File: src/include/wds_pkg.sv
// Constants and types shared by the watchdog supervisor.
// Assumes a single clock domain at 125 MHz and an APB3 register slave.
package wds_pkg;
   ////////////////////////////////////////////////////////////////////////////
   // Clock and bus shape
   localparam int CLK_PERIOD_NS = 8;
   localparam int ADDR_W = 12;
   localparam int DATA_W = 32;
   localparam int REG_W = 8;

   // Register indices; byte address is four times the index
   localparam logic [7:0] IDX_CLOCK_CONTROL = 8'h8E;
   localparam logic [7:0] IDX_WATCHDOG_CONTROL = 8'hD8;
   localparam logic [7:0] IDX_EXT_IRQ_ENABLE = 8'hE8;
   localparam logic [7:0] IDX_TIMED_ACCESS = 8'hC7;
   localparam logic [7:0] IDX_SUPERVISOR_CTRL = 8'hF0;

   // Field positions
   localparam int WDC_RESTART_BIT = 0;
   localparam int WDC_RST_EN_BIT = 1;
   localparam int WDC_CAUSE_BIT = 2;
   localparam int WDC_FLAG_BIT = 3;
   localparam int CKC_SEL_LO_BIT = 6;
   localparam int CKC_SEL_HI_BIT = 7;
   localparam int EIE_WDOG_IRQ_BIT = 4;
   localparam int SUP_GIE_BIT = 0;
   localparam int SUP_POWER_MANAGE_MODE_ONE_BIT = 1;
   localparam int SUP_POWER_MANAGE_MODE_TWO_BIT = 2;

   // Reset values
   localparam logic [7:0] CKC_RST = 8'h00;
   localparam logic [7:0] EIE_RST = 8'h00;
   localparam logic [7:0] SUP_RST = 8'h00;

   // Timed-access keys and window
   localparam logic [7:0] TA_KEY_FIRST = 8'hAA;
   localparam logic [7:0] TA_KEY_SECOND = 8'h55;
   localparam logic [3:0] TA_WINDOW_CLKS = 4'h8;

   // Power-management prescaler masks (divide by 64 and by 1024)
   localparam int PRESC_W = 10;
   localparam logic [9:0] POWER_MANAGE_MODE_ONE_MASK = 10'h03F;
   localparam logic [9:0] POWER_MANAGE_MODE_TWO_MASK = 10'h3FF;

   // Watchdog intervals in input clocks
   localparam int WD_CNT_W = 27;
   localparam logic [26:0] INTV_SEL0_CLKS = 27'h002_0000;
   localparam logic [26:0] INTV_SEL1_CLKS = 27'h010_0000;
   localparam logic [26:0] INTV_SEL2_CLKS = 27'h080_0000;
   localparam logic [26:0] INTV_SEL3_CLKS = 27'h400_0000;

   // Grace period between flag and reset, and reset pulse length
   localparam int POST_FLAG_CLKS = 512;
   localparam logic [9:0] GRACE_LAST = 10'(POST_FLAG_CLKS - 1);
   localparam int MACHINE_CYCLE_CLKS = 4;
   localparam int RST_MACHINE_CYCLES = 2;
   localparam logic [3:0] RST_HOLD_LAST = 4'(MACHINE_CYCLE_CLKS * RST_MACHINE_CYCLES - 1);

   typedef enum logic [2:0] {
      ST_RUN = 3'b001,
      ST_GRACE = 3'b010,
      ST_BITE = 3'b100
   } wds_state_t;

   // Byte address of a register index
   function automatic logic [ADDR_W-1:0] wds_byte_addr(input logic [7:0] idx);
      return {2'b00, idx, 2'b00};
   endfunction
endpackage

File: src/verilog/wds_top.sv
// Watchdog supervisor: free-running interval counter, timeout flag, interrupt
// request, delayed CPU reset and timed-access protected control, behind APB3.
// Assumes pwr_fail_rst is a synchronous one-cycle-or-longer power-fail reset.
//
// Notes on behaviour
// Counter runs from system clock via divider chain; selectable tap sets timeout.
// Select 00/01/10/11 gives 2^17/2^20/2^23/2^26 clocks to flag.
// Reaching the interval always sets the timeout flag.
// Counter is free-running and flags every completed interval.
// Interrupt request only while flag, watchdog enable and global enable set.
// With reset enabled and no restart, CPU reset 512 clocks after flag.
// Restart strobe before timeout clears count; no flag, no reset.
// Restart strobe bit clears itself.
// Watchdog reset sets cause flag; it stays until software clears it.
// Timeout flag clears only by software write or any reset.
// Watchdog reset output held for two machine cycles.
// Power modes feed counter from clock divided by 64 or 1024.
// Power-fail reset disables the watchdog.
// Watchdog reset keeps watchdog enabled and restarts the count.
// Software programs interval, strobes restart, then sets reset enable.
// Bit placement in control, clock control and interrupt enable registers.
// Software should program the watchdog explicitly rather than trust reset.
// Reset enable, flag and restart writes need timed-access sequence.
// After reset the shortest interval is selected.
// 27-bit counter plus 512-clock extension, cleared by restart and reset.
//
// Decided for this implementation: the APB slave port.
`timescale 1ns/1ps
module wds_top
   import wds_pkg::*;
#(
   parameter logic [26:0] INTV_SEL0 = INTV_SEL0_CLKS,
   parameter logic [26:0] INTV_SEL1 = INTV_SEL1_CLKS,
   parameter logic [26:0] INTV_SEL2 = INTV_SEL2_CLKS,
   parameter logic [26:0] INTV_SEL3 = INTV_SEL3_CLKS
) (
   // Clock and reset
   input wire logic pclk,
   input wire logic presetn,
   // APB3 slave
   input wire logic psel,
   input wire logic penable,
   input wire logic pwrite,
   input wire logic [ADDR_W-1:0] paddr,
   input wire logic [DATA_W-1:0] pwdata,
   output logic [DATA_W-1:0] prdata,
   output logic pready,
   output logic pslverr,
   // System
   input wire logic pwr_fail_rst,
   output logic wdog_irq,
   output logic cpu_rst_out
);

   ////////////////////////////////////////////////////////////////////////////
   // Declarations
   logic [REG_W-1:0] clock_control_r;
   logic [REG_W-1:0] ext_irq_enable_r;
   logic [REG_W-1:0] supervisor_ctrl_r;
   logic wdog_reset_enable_r;
   logic wdog_restart_strobe_r;
   logic wdog_reset_cause_flag_r;
   logic wdog_timeout_flag_r;
   logic ta_armed_r;
   logic [3:0] ta_cnt_r;
   logic [PRESC_W-1:0] presc_r;
   logic [WD_CNT_W-1:0] cnt_r;
   logic [9:0] grace_r;
   logic [3:0] hold_r;
   wds_state_t state_r;
   wds_state_t state_nxt;
   logic [DATA_W-1:0] prdata_r;

   // Interval decode: last count value of the selected tap
   function automatic logic [WD_CNT_W-1:0] interval_last(input logic [1:0] sel);
      logic [WD_CNT_W-1:0] n;
      n = INTV_SEL0;
      unique case (sel)
         2'h0: n = INTV_SEL0;
         2'h1: n = INTV_SEL1;
         2'h2: n = INTV_SEL2;
         2'h3: n = INTV_SEL3;
      endcase
      return WD_CNT_W'(n - 1'b1);
   endfunction

   ////////////////////////////////////////////////////////////////////////////
   // APB decode; zero wait states, unmapped addresses answer with pslverr
   wire setup_ph = psel && !penable;
   wire access_ph = psel && penable;
   wire hit_ckc = (paddr == wds_byte_addr(IDX_CLOCK_CONTROL));
   wire hit_wdc = (paddr == wds_byte_addr(IDX_WATCHDOG_CONTROL));
   wire hit_eie = (paddr == wds_byte_addr(IDX_EXT_IRQ_ENABLE));
   wire hit_ta = (paddr == wds_byte_addr(IDX_TIMED_ACCESS));
   wire hit_sup = (paddr == wds_byte_addr(IDX_SUPERVISOR_CTRL));
   wire hit_any = hit_ckc || hit_wdc || hit_eie || hit_ta || hit_sup;
   wire wr_ok = access_ph && pwrite && hit_any;
   wire [REG_W-1:0] wbyte = pwdata[REG_W-1:0];
   wire wr_wdc = wr_ok && hit_wdc;
   wire wr_ta = wr_ok && hit_ta;
   // timed-access gate
   wire ta_open = (ta_cnt_r != 4'h0);
   wire prot_wr = wr_wdc && ta_open;

   // Watchdog control read image
   wire [REG_W-1:0] wdc_image = REG_W'({wdog_timeout_flag_r, wdog_reset_cause_flag_r,
                                        wdog_reset_enable_r, wdog_restart_strobe_r});
   wire [REG_W-1:0] rd_byte = hit_ckc ? clock_control_r :
                              hit_wdc ? wdc_image :
                              hit_eie ? ext_irq_enable_r :
                              hit_sup ? supervisor_ctrl_r : 8'h00;

   assign pready = 1'b1;
   assign pslverr = access_ph && !hit_any;
   assign prdata = prdata_r;

   // Read data is captured in the setup cycle so it is a flop in the access cycle
   always_ff @(posedge pclk or negedge presetn) begin
      if (!presetn) begin
         prdata_r <= 32'h0000_0000;
      end else if (setup_ph && !pwrite) begin
         prdata_r <= DATA_W'(rd_byte);
      end
   end

   ////////////////////////////////////////////////////////////////////////////
   // Timed-access sequencer: first key, second key, then a short window
   always_ff @(posedge pclk or negedge presetn) begin
      if (!presetn) begin
         ta_armed_r <= 1'b0;
         ta_cnt_r <= 4'h0;
      end else begin
         // First key stays armed until the next write to a mapped register, as APB cannot write on adjacent edges
         if (wr_ok) ta_armed_r <= wr_ta && (wbyte == TA_KEY_FIRST);
         if (wr_ta && ta_armed_r && (wbyte == TA_KEY_SECOND)) begin
            ta_cnt_r <= TA_WINDOW_CLKS;
         end else if (wr_wdc) begin
            ta_cnt_r <= 4'h0; // One protected write per sequence
         end else if (ta_open) begin
            ta_cnt_r <= ta_cnt_r - 4'h1;
         end
      end
   end

   ////////////////////////////////////////////////////////////////////////////
   // Plain registers; interval select resets to the shortest
   // field placement
   // shortest interval at reset
   always_ff @(posedge pclk or negedge presetn) begin
      if (!presetn) begin
         clock_control_r <= CKC_RST;
         ext_irq_enable_r <= EIE_RST;
         supervisor_ctrl_r <= SUP_RST;
      end else begin
         if (wr_ok && hit_ckc) clock_control_r <= wbyte;
         if (wr_ok && hit_eie) ext_irq_enable_r <= wbyte;
         if (wr_ok && hit_sup) supervisor_ctrl_r <= wbyte;
      end
   end

   ////////////////////////////////////////////////////////////////////////////
   // Divider chain front end: full rate, /64 or /1024 in the power modes
   // slowed counter input
   wire power_manage_mode_one = supervisor_ctrl_r[SUP_POWER_MANAGE_MODE_ONE_BIT];
   wire power_manage_mode_two = supervisor_ctrl_r[SUP_POWER_MANAGE_MODE_TWO_BIT];
   wire tick = power_manage_mode_two ? ((presc_r & POWER_MANAGE_MODE_TWO_MASK) == POWER_MANAGE_MODE_TWO_MASK) :
               power_manage_mode_one ? ((presc_r & POWER_MANAGE_MODE_ONE_MASK) == POWER_MANAGE_MODE_ONE_MASK) : 1'b1;

   always_ff @(posedge pclk or negedge presetn) begin
      if (!presetn) begin
         presc_r <= 10'h000;
      end else begin
         presc_r <= presc_r + 10'h001;
      end
   end

   ////////////////////////////////////////////////////////////////////////////
   // Interval compare and the events derived from it
   // selectable divider tap
   // interval decode
   wire [1:0] sel = {clock_control_r[CKC_SEL_HI_BIT], clock_control_r[CKC_SEL_LO_BIT]};
   wire [WD_CNT_W-1:0] last = interval_last(sel);
   wire counting = (state_r != ST_BITE) && !wdog_restart_strobe_r;
   // timeout event regardless of enables
   wire timeout_evt = counting && tick && (cnt_r >= last);
   wire grace_done = (state_r == ST_GRACE) && !wdog_restart_strobe_r && tick &&
                     (grace_r == GRACE_LAST);
   // bite only with reset enabled
   wire bite_evt = grace_done && wdog_reset_enable_r;
   wire bite_end = (state_r == ST_BITE) && (hold_r == RST_HOLD_LAST);

   // Sequencer: run, grace window after flag, reset pulse
   always_comb begin
      state_nxt = state_r;
      unique case (state_r)
         ST_RUN: if (timeout_evt) state_nxt = ST_GRACE;
         ST_GRACE: begin
            // restart cancels pending reset
            if (wdog_restart_strobe_r) state_nxt = ST_RUN;
            else if (bite_evt) state_nxt = ST_BITE;
            else if (grace_done) state_nxt = ST_RUN;
         end
         ST_BITE: if (bite_end) state_nxt = ST_RUN;
         default: state_nxt = ST_RUN;
      endcase
      if (pwr_fail_rst) state_nxt = ST_RUN;
   end

   // Counters; the interval counter wraps so it flags every interval
   // free-running count
   // counter and extension cleared by restart and reset
   // count restarts after a watchdog reset
   always_ff @(posedge pclk or negedge presetn) begin
      if (!presetn) begin
         state_r <= ST_RUN;
         cnt_r <= 27'h000_0000;
         grace_r <= 10'h000;
         hold_r <= 4'h0;
      end else begin
         state_r <= state_nxt;
         if (pwr_fail_rst || !counting) cnt_r <= 27'h000_0000;
         else if (timeout_evt) cnt_r <= 27'h000_0000;
         else if (tick) cnt_r <= cnt_r + 27'h000_0001;
         if (state_r != ST_GRACE || wdog_restart_strobe_r) grace_r <= 10'h000;
         else if (tick) grace_r <= grace_r + 10'h001;
         // two machine cycles of reset
         hold_r <= (state_r == ST_BITE) ? hold_r + 4'h1 : 4'h0;
      end
   end

   ////////////////////////////////////////////////////////////////////////////
   // Watchdog control bits; hardware sets win over software clears
   always_ff @(posedge pclk or negedge presetn) begin
      if (!presetn) begin
         wdog_reset_enable_r <= 1'b0;
         wdog_restart_strobe_r <= 1'b0;
         wdog_reset_cause_flag_r <= 1'b0;
         wdog_timeout_flag_r <= 1'b0;
      end else if (pwr_fail_rst) begin
         // power-fail disables watchdog
         wdog_reset_enable_r <= 1'b0;
         wdog_restart_strobe_r <= 1'b0;
         wdog_reset_cause_flag_r <= 1'b0;
         wdog_timeout_flag_r <= 1'b0;
      end else begin
         // protected reset enable
         if (prot_wr) wdog_reset_enable_r <= wbyte[WDC_RST_EN_BIT];
         // restart strobe self-clears
         wdog_restart_strobe_r <= prot_wr && wbyte[WDC_RESTART_BIT];
         // cause flag sticky until software clears
         if (bite_evt) wdog_reset_cause_flag_r <= 1'b1;
         else if (wr_wdc) wdog_reset_cause_flag_r <= wbyte[WDC_CAUSE_BIT];
         // flag cleared by software or any reset only
         if (timeout_evt) wdog_timeout_flag_r <= 1'b1;
         else if (bite_evt) wdog_timeout_flag_r <= 1'b0;
         else if (prot_wr) wdog_timeout_flag_r <= wbyte[WDC_FLAG_BIT];
      end
   end

   ////////////////////////////////////////////////////////////////////////////
   // Outputs
   // interrupt gating
   assign wdog_irq = wdog_timeout_flag_r && ext_irq_enable_r[EIE_WDOG_IRQ_BIT] &&
                     supervisor_ctrl_r[SUP_GIE_BIT];
   assign cpu_rst_out = (state_r == ST_BITE);

   ////////////////////////////////////////////////////////////////////////////
   // Checks
   a_irq_needs_flag: assert property (@(posedge pclk) disable iff (!presetn)
      wdog_irq |-> wdog_timeout_flag_r && supervisor_ctrl_r[SUP_GIE_BIT])
      else $error("interrupt without flag or global enable");

   a_flag_on_timeout: assert property (@(posedge pclk) disable iff (!presetn)
      timeout_evt && !pwr_fail_rst |=> wdog_timeout_flag_r && cnt_r == 27'h000_0000)
      else $error("timeout did not set flag");

   a_restart_clears: assert property (@(posedge pclk) disable iff (!presetn)
      wdog_restart_strobe_r |=> cnt_r == 27'h000_0000 && grace_r == 10'h000)
      else $error("restart did not clear counters");

   a_strobe_selfclear: assert property (@(posedge pclk) disable iff (!presetn)
      wdog_restart_strobe_r && !prot_wr |=> !wdog_restart_strobe_r)
      else $error("restart strobe stuck");

   a_reset_hold: assert property (@(posedge pclk) disable iff (!presetn || pwr_fail_rst)
      $rose(cpu_rst_out) |-> cpu_rst_out[*8] ##1 !cpu_rst_out)
      else $error("reset pulse length wrong");

   a_bite_sets_cause: assert property (@(posedge pclk) disable iff (!presetn)
      bite_evt && !pwr_fail_rst |=> cpu_rst_out && wdog_reset_cause_flag_r &&
      wdog_reset_enable_r)
      else $error("watchdog reset without cause flag");

   a_bite_after_grace: assert property (@(posedge pclk) disable iff (!presetn)
      $rose(cpu_rst_out) |-> $past(state_r) == ST_GRACE && $past(grace_r) == GRACE_LAST)
      else $error("reset not 512 clocks after flag");

   a_pfail_disables: assert property (@(posedge pclk) disable iff (!presetn)
      pwr_fail_rst |=> !wdog_reset_enable_r && !cpu_rst_out && !wdog_timeout_flag_r)
      else $error("power-fail did not disable watchdog");

   a_cause_sticky: assert property (@(posedge pclk) disable iff (!presetn)
      wdog_reset_cause_flag_r && !wr_wdc && !pwr_fail_rst |=> wdog_reset_cause_flag_r)
      else $error("cause flag dropped by itself");

   a_prot_needs_key: assert property (@(posedge pclk) disable iff (!presetn)
      wr_wdc && !ta_open && !pwr_fail_rst |=> $stable(wdog_reset_enable_r))
      else $error("unprotected write changed reset enable");

   a_flag_holds: assert property (@(posedge pclk) disable iff (!presetn)
      wdog_timeout_flag_r && !prot_wr && !bite_evt && !pwr_fail_rst |=> wdog_timeout_flag_r)
      else $error("timeout flag cleared without cause");

endmodule // wds_top

File: config.mk
export PLATFORM = sky130hd
export DESIGN_NAME = wds_top
export DESIGN_NICKNAME = d
export VERILOG_FILES = /design/src/include/wds_pkg.sv /design/src/verilog/wds_top.sv
export SDC_FILE = /design/constraint.sdc
export NUM_CORES = 1
export LEC_CHECK = 0
export CAP_MARGIN = 30
export CORE_MARGIN = 3
export CORE_UTILIZATION = 25
export DETAILED_ROUTE_END_ITERATION = 6
export DONT_BUFFER_PORTS = 1
export GPL_TIMING_DRIVEN = 0
export PLACE_DENSITY = 0.39
export REMOVE_ABC_BUFFERS = 1
export SYNTH_ARGS = -nofsm -noshare
export SYNTH_HDL_FRONTEND = slang
export SYNTH_SLANG_ARGS = --single-unit
File: constraint.sdc
create_clock -name pclk -period 2.5 [get_ports pclk]
set_clock_uncertainty 0.2 [all_clocks]
set_input_delay 0.125 -clock pclk [delete_from_list [all_inputs] [get_ports pclk]]
set_output_delay 0.125 -clock pclk [all_outputs]
set_load 0.02 [all_outputs]
Word-level counts from Yosys, hierarchy flattened

Cells that the tools add are included.

Bits of input ports: 50
Bits in registers: 95
Output and inout port bits: 36

Muxes and demuxes: 33
$lt $le $gt $ge: 1
Eq/ne operators: 22
Reduce and logical (&&, ||, !) cells: 46
Add/subtract/negate cells: 6

Operators with widths:

| kind                                                                    | number |
|---|---|
| 27-bit one-hot mux with 4 select lines                                  | 1 |
| 27-bit two-way mux                                                      | 3 |
| 12-bit by 10-bit equality test with 1-bit output, second input constant | 5 |
| 8-bit two-way mux                                                       | 4 |
| 27-bit by 1-bit adder with 27-bit output, second input constant         | 1 |
| 27-bit >= comparator                                                    | 1 |
| 27-bit by 1-bit subtractor with 27-bit output, second input constant    | 1 |
| 1-bit logical AND                                                       | 26 |
| 10-bit by 1-bit adder with 10-bit output, second input constant         | 2 |
| 10-bit two-way mux                                                      | 2 |
| 3-bit two-way mux                                                       | 6 |
| 4-bit two-way mux                                                       | 4 |
| 1-bit two-way mux                                                       | 12 |
| 10-bit equality test, second input constant                             | 1 |
| 10-bit by 9-bit equality test with 1-bit output, second input constant  | 1 |
| 3-bit one-hot mux with 3 select lines                                   | 1 |
| 3-bit nonzero test                                                      | 3 |
| 8-bit by 7-bit equality test with 1-bit output, second input constant   | 1 |
| 8-bit equality test, second input constant                              | 1 |
| 4-bit nonzero test                                                      | 2 |
| 6-bit equality test, second input constant                              | 1 |
| 1-bit logical OR                                                        | 6 |
| 3-bit by 2-bit inequality test with 1-bit output, second input constant | 2 |
| 3-bit inequality test, second input constant                            | 2 |
| other kinds (13)                                                        | 19 |

Longest topological paths before layout

Depth after elaboration: 12
Depth in mapped cells: 9
Mapped depth without buffers: 7

Least setup slack after synthesis

OpenSTA, ideal clock, no wires.

Path kind: register -> register
Start point: register state_r[0]
End point: register cnt_r[24]
Cell stages (with the launch flop): 10
Slack: 273 ps
Library setup time: 88 ps
Required time: 2,212 ps
Data arrival time: 1,938 ps
Buffers on the path: 2
Path through: dfstp_2 nor2_1 nand2_2 inv_2 or4_1 buf_2 o21ai_2 buf_6 o31ai_1 a211oi_2

Cells in the longest elaborated chain, start to end: 6
Elaborated cells on any way between the ends: 9
Those cells by class: 1 x eq/ne; 2 x mux; 6 x reduce/logical

RTL lines:

| element                        | line           | RTL |
|---|---|---|
| start: declaration             | wds_top.sv:70  | `wds_state_t state_r;` |
| start signal: assignment       | wds_top.sv:220 | `state_r <= state_nxt;` |
| 3-bit inequality test (*)      | wds_top.sv:183 | `wire counting = (state_r != ST_BITE) && !wdog_restart_strobe_r;` |
| 1-bit logical AND (*)          | wds_top.sv:183 |  |
| 1-bit logical AND (2 in a row) | wds_top.sv:185 | `wire timeout_evt = counting && tick && (cnt_r >= last);` |
| 27-bit two-way mux             | wds_top.sv:222 | `else if (timeout_evt) cnt_r <= 27'h000_0000;` |
| 27-bit two-way mux             | wds_top.sv:221 | `if (pwr_fail_rst \|\| !counting) cnt_r <= 27'h000_0000;` |
| end signal: assignment         | wds_top.sv:223 | `else if (tick) cnt_r <= cnt_r + 27'h000_0001;` |
| end: declaration               | wds_top.sv:67  | `logic [WD_CNT_W-1:0] cnt_r;` |

Mark *: on every way between the ends. The rest lies on a longest branch, timed or not.
A chain may end at the register's enable or synchronous reset.

Worst setup path in the final report

Start point: register presc_r[0]
End point: register cnt_r[13]

Cells in the longest elaborated chain, start to end: 7
Elaborated cells on any way between the ends: 9
Those cells by class: 2 x eq/ne; 4 x mux; 3 x reduce/logical

RTL lines:

| element                        | line           | RTL |
|---|---|---|
| start: declaration             | wds_top.sv:66  | `logic [PRESC_W-1:0] presc_r;` |
| start signal: assignment       | wds_top.sv:173 | `presc_r <= presc_r + 10'h001;` |
| 6-bit equality test            | wds_top.sv:167 | `power_manage_mode_one ? ((presc_r & POWER_MANAGE_MODE_ONE_MASK) == POWER_MANAGE_MODE_ONE_MASK) : 1'b1;` |
| 1-bit two-way mux              | wds_top.sv:167 |  |
| 1-bit two-way mux (*)          | wds_top.sv:166 | `wire tick = power_manage_mode_two ? ((presc_r & POWER_MANAGE_MODE_TWO_MASK) == POWER_MANAGE_MODE_TWO_MASK) :` |
| 1-bit logical AND (2 in a row) | wds_top.sv:185 |  |
| 27-bit two-way mux             | wds_top.sv:222 |  |
| 27-bit two-way mux             | wds_top.sv:221 |  |

Marks and branches as above.

==> flow_summary.toml <==
[die]
die_area_um2 = 23300
die_w_um = 153
initial_core_util_pct = 25.5
design.core.area_um2 = 21100
die_h_um = 153
rows = 53
io_pins = 86

[pwr]
pwr_density_cell_nw_per_um2 = 542
p_sw_w = 0.000915
comb_power_share_pct = 8.2
p_int_w = 0.00252
p_leak_nw = 2.65
vdd_drop_max_mv = 0.310
sw_frac_of_total_pct = 26.6
seqPwrFrac_pct = 47.7
clkPwrFrac_pct = 44.1

[worst_setup_path]
crit_required_ns = 2.56
r2r_end = "cnt_r[13]"
endpoint_kind = "flip-flop"
arrival_ns = 2.44
path_class = "flip-flop to flip-flop"
worstSetupStartpoint = "presc_r[0]"
crit_path_frequent_cell = "buf_12"
start_kind = "flip-flop"
crit_chain = "ha_2 -> nand2_2 -> a211oi_4 -> buf_12 -> o21ai_4 -> buf_12 -> or4_1 -> a211oi_2"
r2r_slack_ns = 0.12
reg2reg_from = "presc_r[0]"
critPathMaxStageDelay_ns = 0.50
cp_max_fo = 19
critPathSlowestCell = "or4_1"
rr_worst_depth = 8

[synth]
synth_ff_type = "dfrtp_1"
ys_seq_area_share_pct = 44.2
yosysWarnings = 0
postSynthCellCount = 508
async_flop_share_pct = 100
synthesis.area_um2 = 5380
synth_cell_types = 66
ys_ff_latch = 95
synth-edff-count = 0
syn_avg_cell_area_um2 = 10.6

[routing]
drt_pass1_iterations = 4
viasPerCell = 4.85
initialDrtViolationCount = 176
via_count = 3965
drc = 0
antenna_left = 0
wl_per_cell_um = 16.4
drt-total-wl_um = 13400

[cells_and_area]
fill_cells = 2188
synthToLayoutAreaGrowth_pct = 17.9
drive_gt1_share_pct = 18.6
antennaDiodeCount = 0
seqCellArea_um2 = 2380
multi_input_comb_area_um2 = 2880
post-route-util_pct = 30.1
fin_nets = 603

[timing]
slew_viol_final = 0
setup_viol = 0
slew_headroom_pct = 37.2
hold_viol_final = 95
hold_ws_ns = -0.734
fin_crit_sh_pct = 95.2
worst_pin_slew_ns = 0.939
max_freq_mhz = 420
period_minus_slack_ns = 2.38
finalSetupTns_ns = 0
rsz0062_at_grt = "no"

[global_routing]
grt_pass1_wl_um = 22300
grt_max_degree = 96
overflow = 0
grt_pass1_vias = 4081
antenna_found_initial = 0
track_usage_pct = 11.8

[hold_path]
min_path_type = "input pin to asynchronous set/reset pin"

[clock_tree]
h-tree-depth = 3
clock-sinks = 95
cts_inserted_buffers = 9
clkTransAtPathRegs_ns = 0.08
cts_tree = "built"
clock_latency_ns = 0.36
clockBufferDepth = 2
root_buffer = "clkbuf_16"

[outcome]
status = "finished, violations left"
violations = "negative hold slack"

[placed_design]
place_congestion = 0.762
io_buffers = 0
dpl.hpwl_um = 8860

[flow_run]
drv_cap = 0
routing by layer:
metal / global-route usage [%] / up-vias / share of wire [%]
li1: - / 1908 / -
met1: 14.7 / 1992 / 44
met2: 19.9 / 59 / 50
met3: 4.03 / 6 / 5.2
met4: 2.55 / 0 / 0.66
met5: 0 / - / 0
power groups by stage:
stage          logic, W  clock network, W  registers [W]
2_1_floorplan  0.000209                 0        0.00165
3_3_place_gp   0.000240                 0        0.00167
3_5_place_dp   0.000249                 0        0.00167
4_1_cts        0.000281           0.00157        0.00164
5_1_grt        0.000323           0.00163        0.00165
6_report       0.000282           0.00152        0.00164
cell usage in the layout (no fill, tap or decap), types with 15 or more instances in the layout:
| cell type | Yosys | layout |
|---|---|---|
| dfrtp_1 | 94 | 94 |
| dlygate4sd3_1 | 0 | 22 |
| nand2_1 | 28 | 27 |
| nand3_1 | 19 | 18 |
| mux2_2 | 21 | 21 |
| xor2_1 | 22 | 22 |
| conb_1 | 2 | 26 |
| nor2_1 | 32 | 31 |
| a211oi_2 | 17 | 18 |
| o21ai_0 | 15 | 15 |
Yosys cell counts (all sizes together), types with 2 or more instances:
library cell / count / area, µm²
nand3: 19 / 95.1
o2111ai: 10 / 87.6
nor2b: 5 / 31.3
ha: 15 / 188
a31oi: 2 / 12.5
dfrtp: 94 / 2350
o211ai: 9 / 67.6
nand4: 15 / 100
a22oi: 4 / 30.0
and4bb: 3 / 37.5
mux2i: 9 / 90.1
o221a: 4 / 45.0
nor2: 34 / 133
and2: 5 / 31.3
conb: 2 / 7.51
nand2b: 6 / 37.5
buf: 33 / 239
and4: 3 / 26.3
nor3: 12 / 60.1
inv: 11 / 41.3
nor4: 2 / 33.8
or4: 10 / 75.1
xor2: 22 / 193
or3: 11 / 68.8
nor3b: 8 / 82.6
mux2: 23 / 259
and3: 8 / 50.1
a21oi: 10 / 50.1
nand2: 29 / 111
xnor2: 7 / 61.3
a211oi: 20 / 248
clkbuf: 7 / 26.3
nor4bb: 4 / 40.0
or3b: 2 / 17.5
o31ai: 9 / 67.6
o21ai: 27 / 150
timing repair:
item                                    in CTS  in global routing
hold buffers                                21                  1
setup buffers                                8                  2
endpoints found under the setup margin      33                 33
cloned                                       1                  0
hold endpoints to repair                   140                105
pin swaps                                    4                  1
gates resized for setup                      3                 10
worst max-delay path, delay by kind of cell (launching register included):
family | cells | cell delay [ns]
flops | 1 | 0.39
simple gates | 2 | 0.62
fa+ha+maj | 1 | 0.24
compound gates | 3 | 0.51
buf+inv | 2 | 0.32
worst max-delay path by stage:
stage,end,cells past startpoint,slack (ns)
after global routing,cnt_r[26],8,0.01
after CTS,cnt_r[21],8,0.007
after global placement,wdog_timeout_flag_r,6,-2.89
after detailed placement,state_r[1],7,-0.94
after floorplan,wdog_timeout_flag_r,6,-1.32
final,cnt_r[13],8,0.12
state kept, by name (all words and copies together), names as in the netlist, 3 cells and up:
| name | flops |
|---|---|
| cnt_r | 27 |
| grace_r | 10 |
| presc_r | 10 |
| clock_control_r | 8 |
| ext_irq_enable_r | 8 |
| prdata | 8 |
| supervisor_ctrl_r | 8 |
| hold_r | 4 |
| ta_cnt_r | 4 |
| state_r | 3 |
cell type report:
type | instances | share of cell area, %
well taps | 275 | 5.42
inverters | 11 | 0.651
repair buffers | 34 | 5.91
flip-flops and latches | 95 | 37.5
clock inverters | 7 | 1.58
clock buffers | 9 | 3.55
multi-input cells | 387 | 45.4
cells by family after synthesis:
logic type	Yosys count	share of synthesized area [%]
AOI/OAI and AO/OA	104	15.5
DFF	95	44.2
muxes	32	6.49
other	2	0.140
adders and majority gates	15	3.49
and+or+nand+nor	180	19.8
buffers and inverters	51	5.69
xor gates and xnor gates	29	4.72
through the flow:
stage               power (W)  setup WS (ns)  std cells  area [µm²]
floorplan             0.00186          -1.32        492        5210
global placement      0.00191          -2.89        767        5550
detailed placement    0.00192         -0.938        769        5620
CTS                   0.00349        0.00737        815        6270
global route          0.00360         0.0117        818        6350
finish                0.00344          0.121        818        6350
Power figures use the tool's default switching activity.
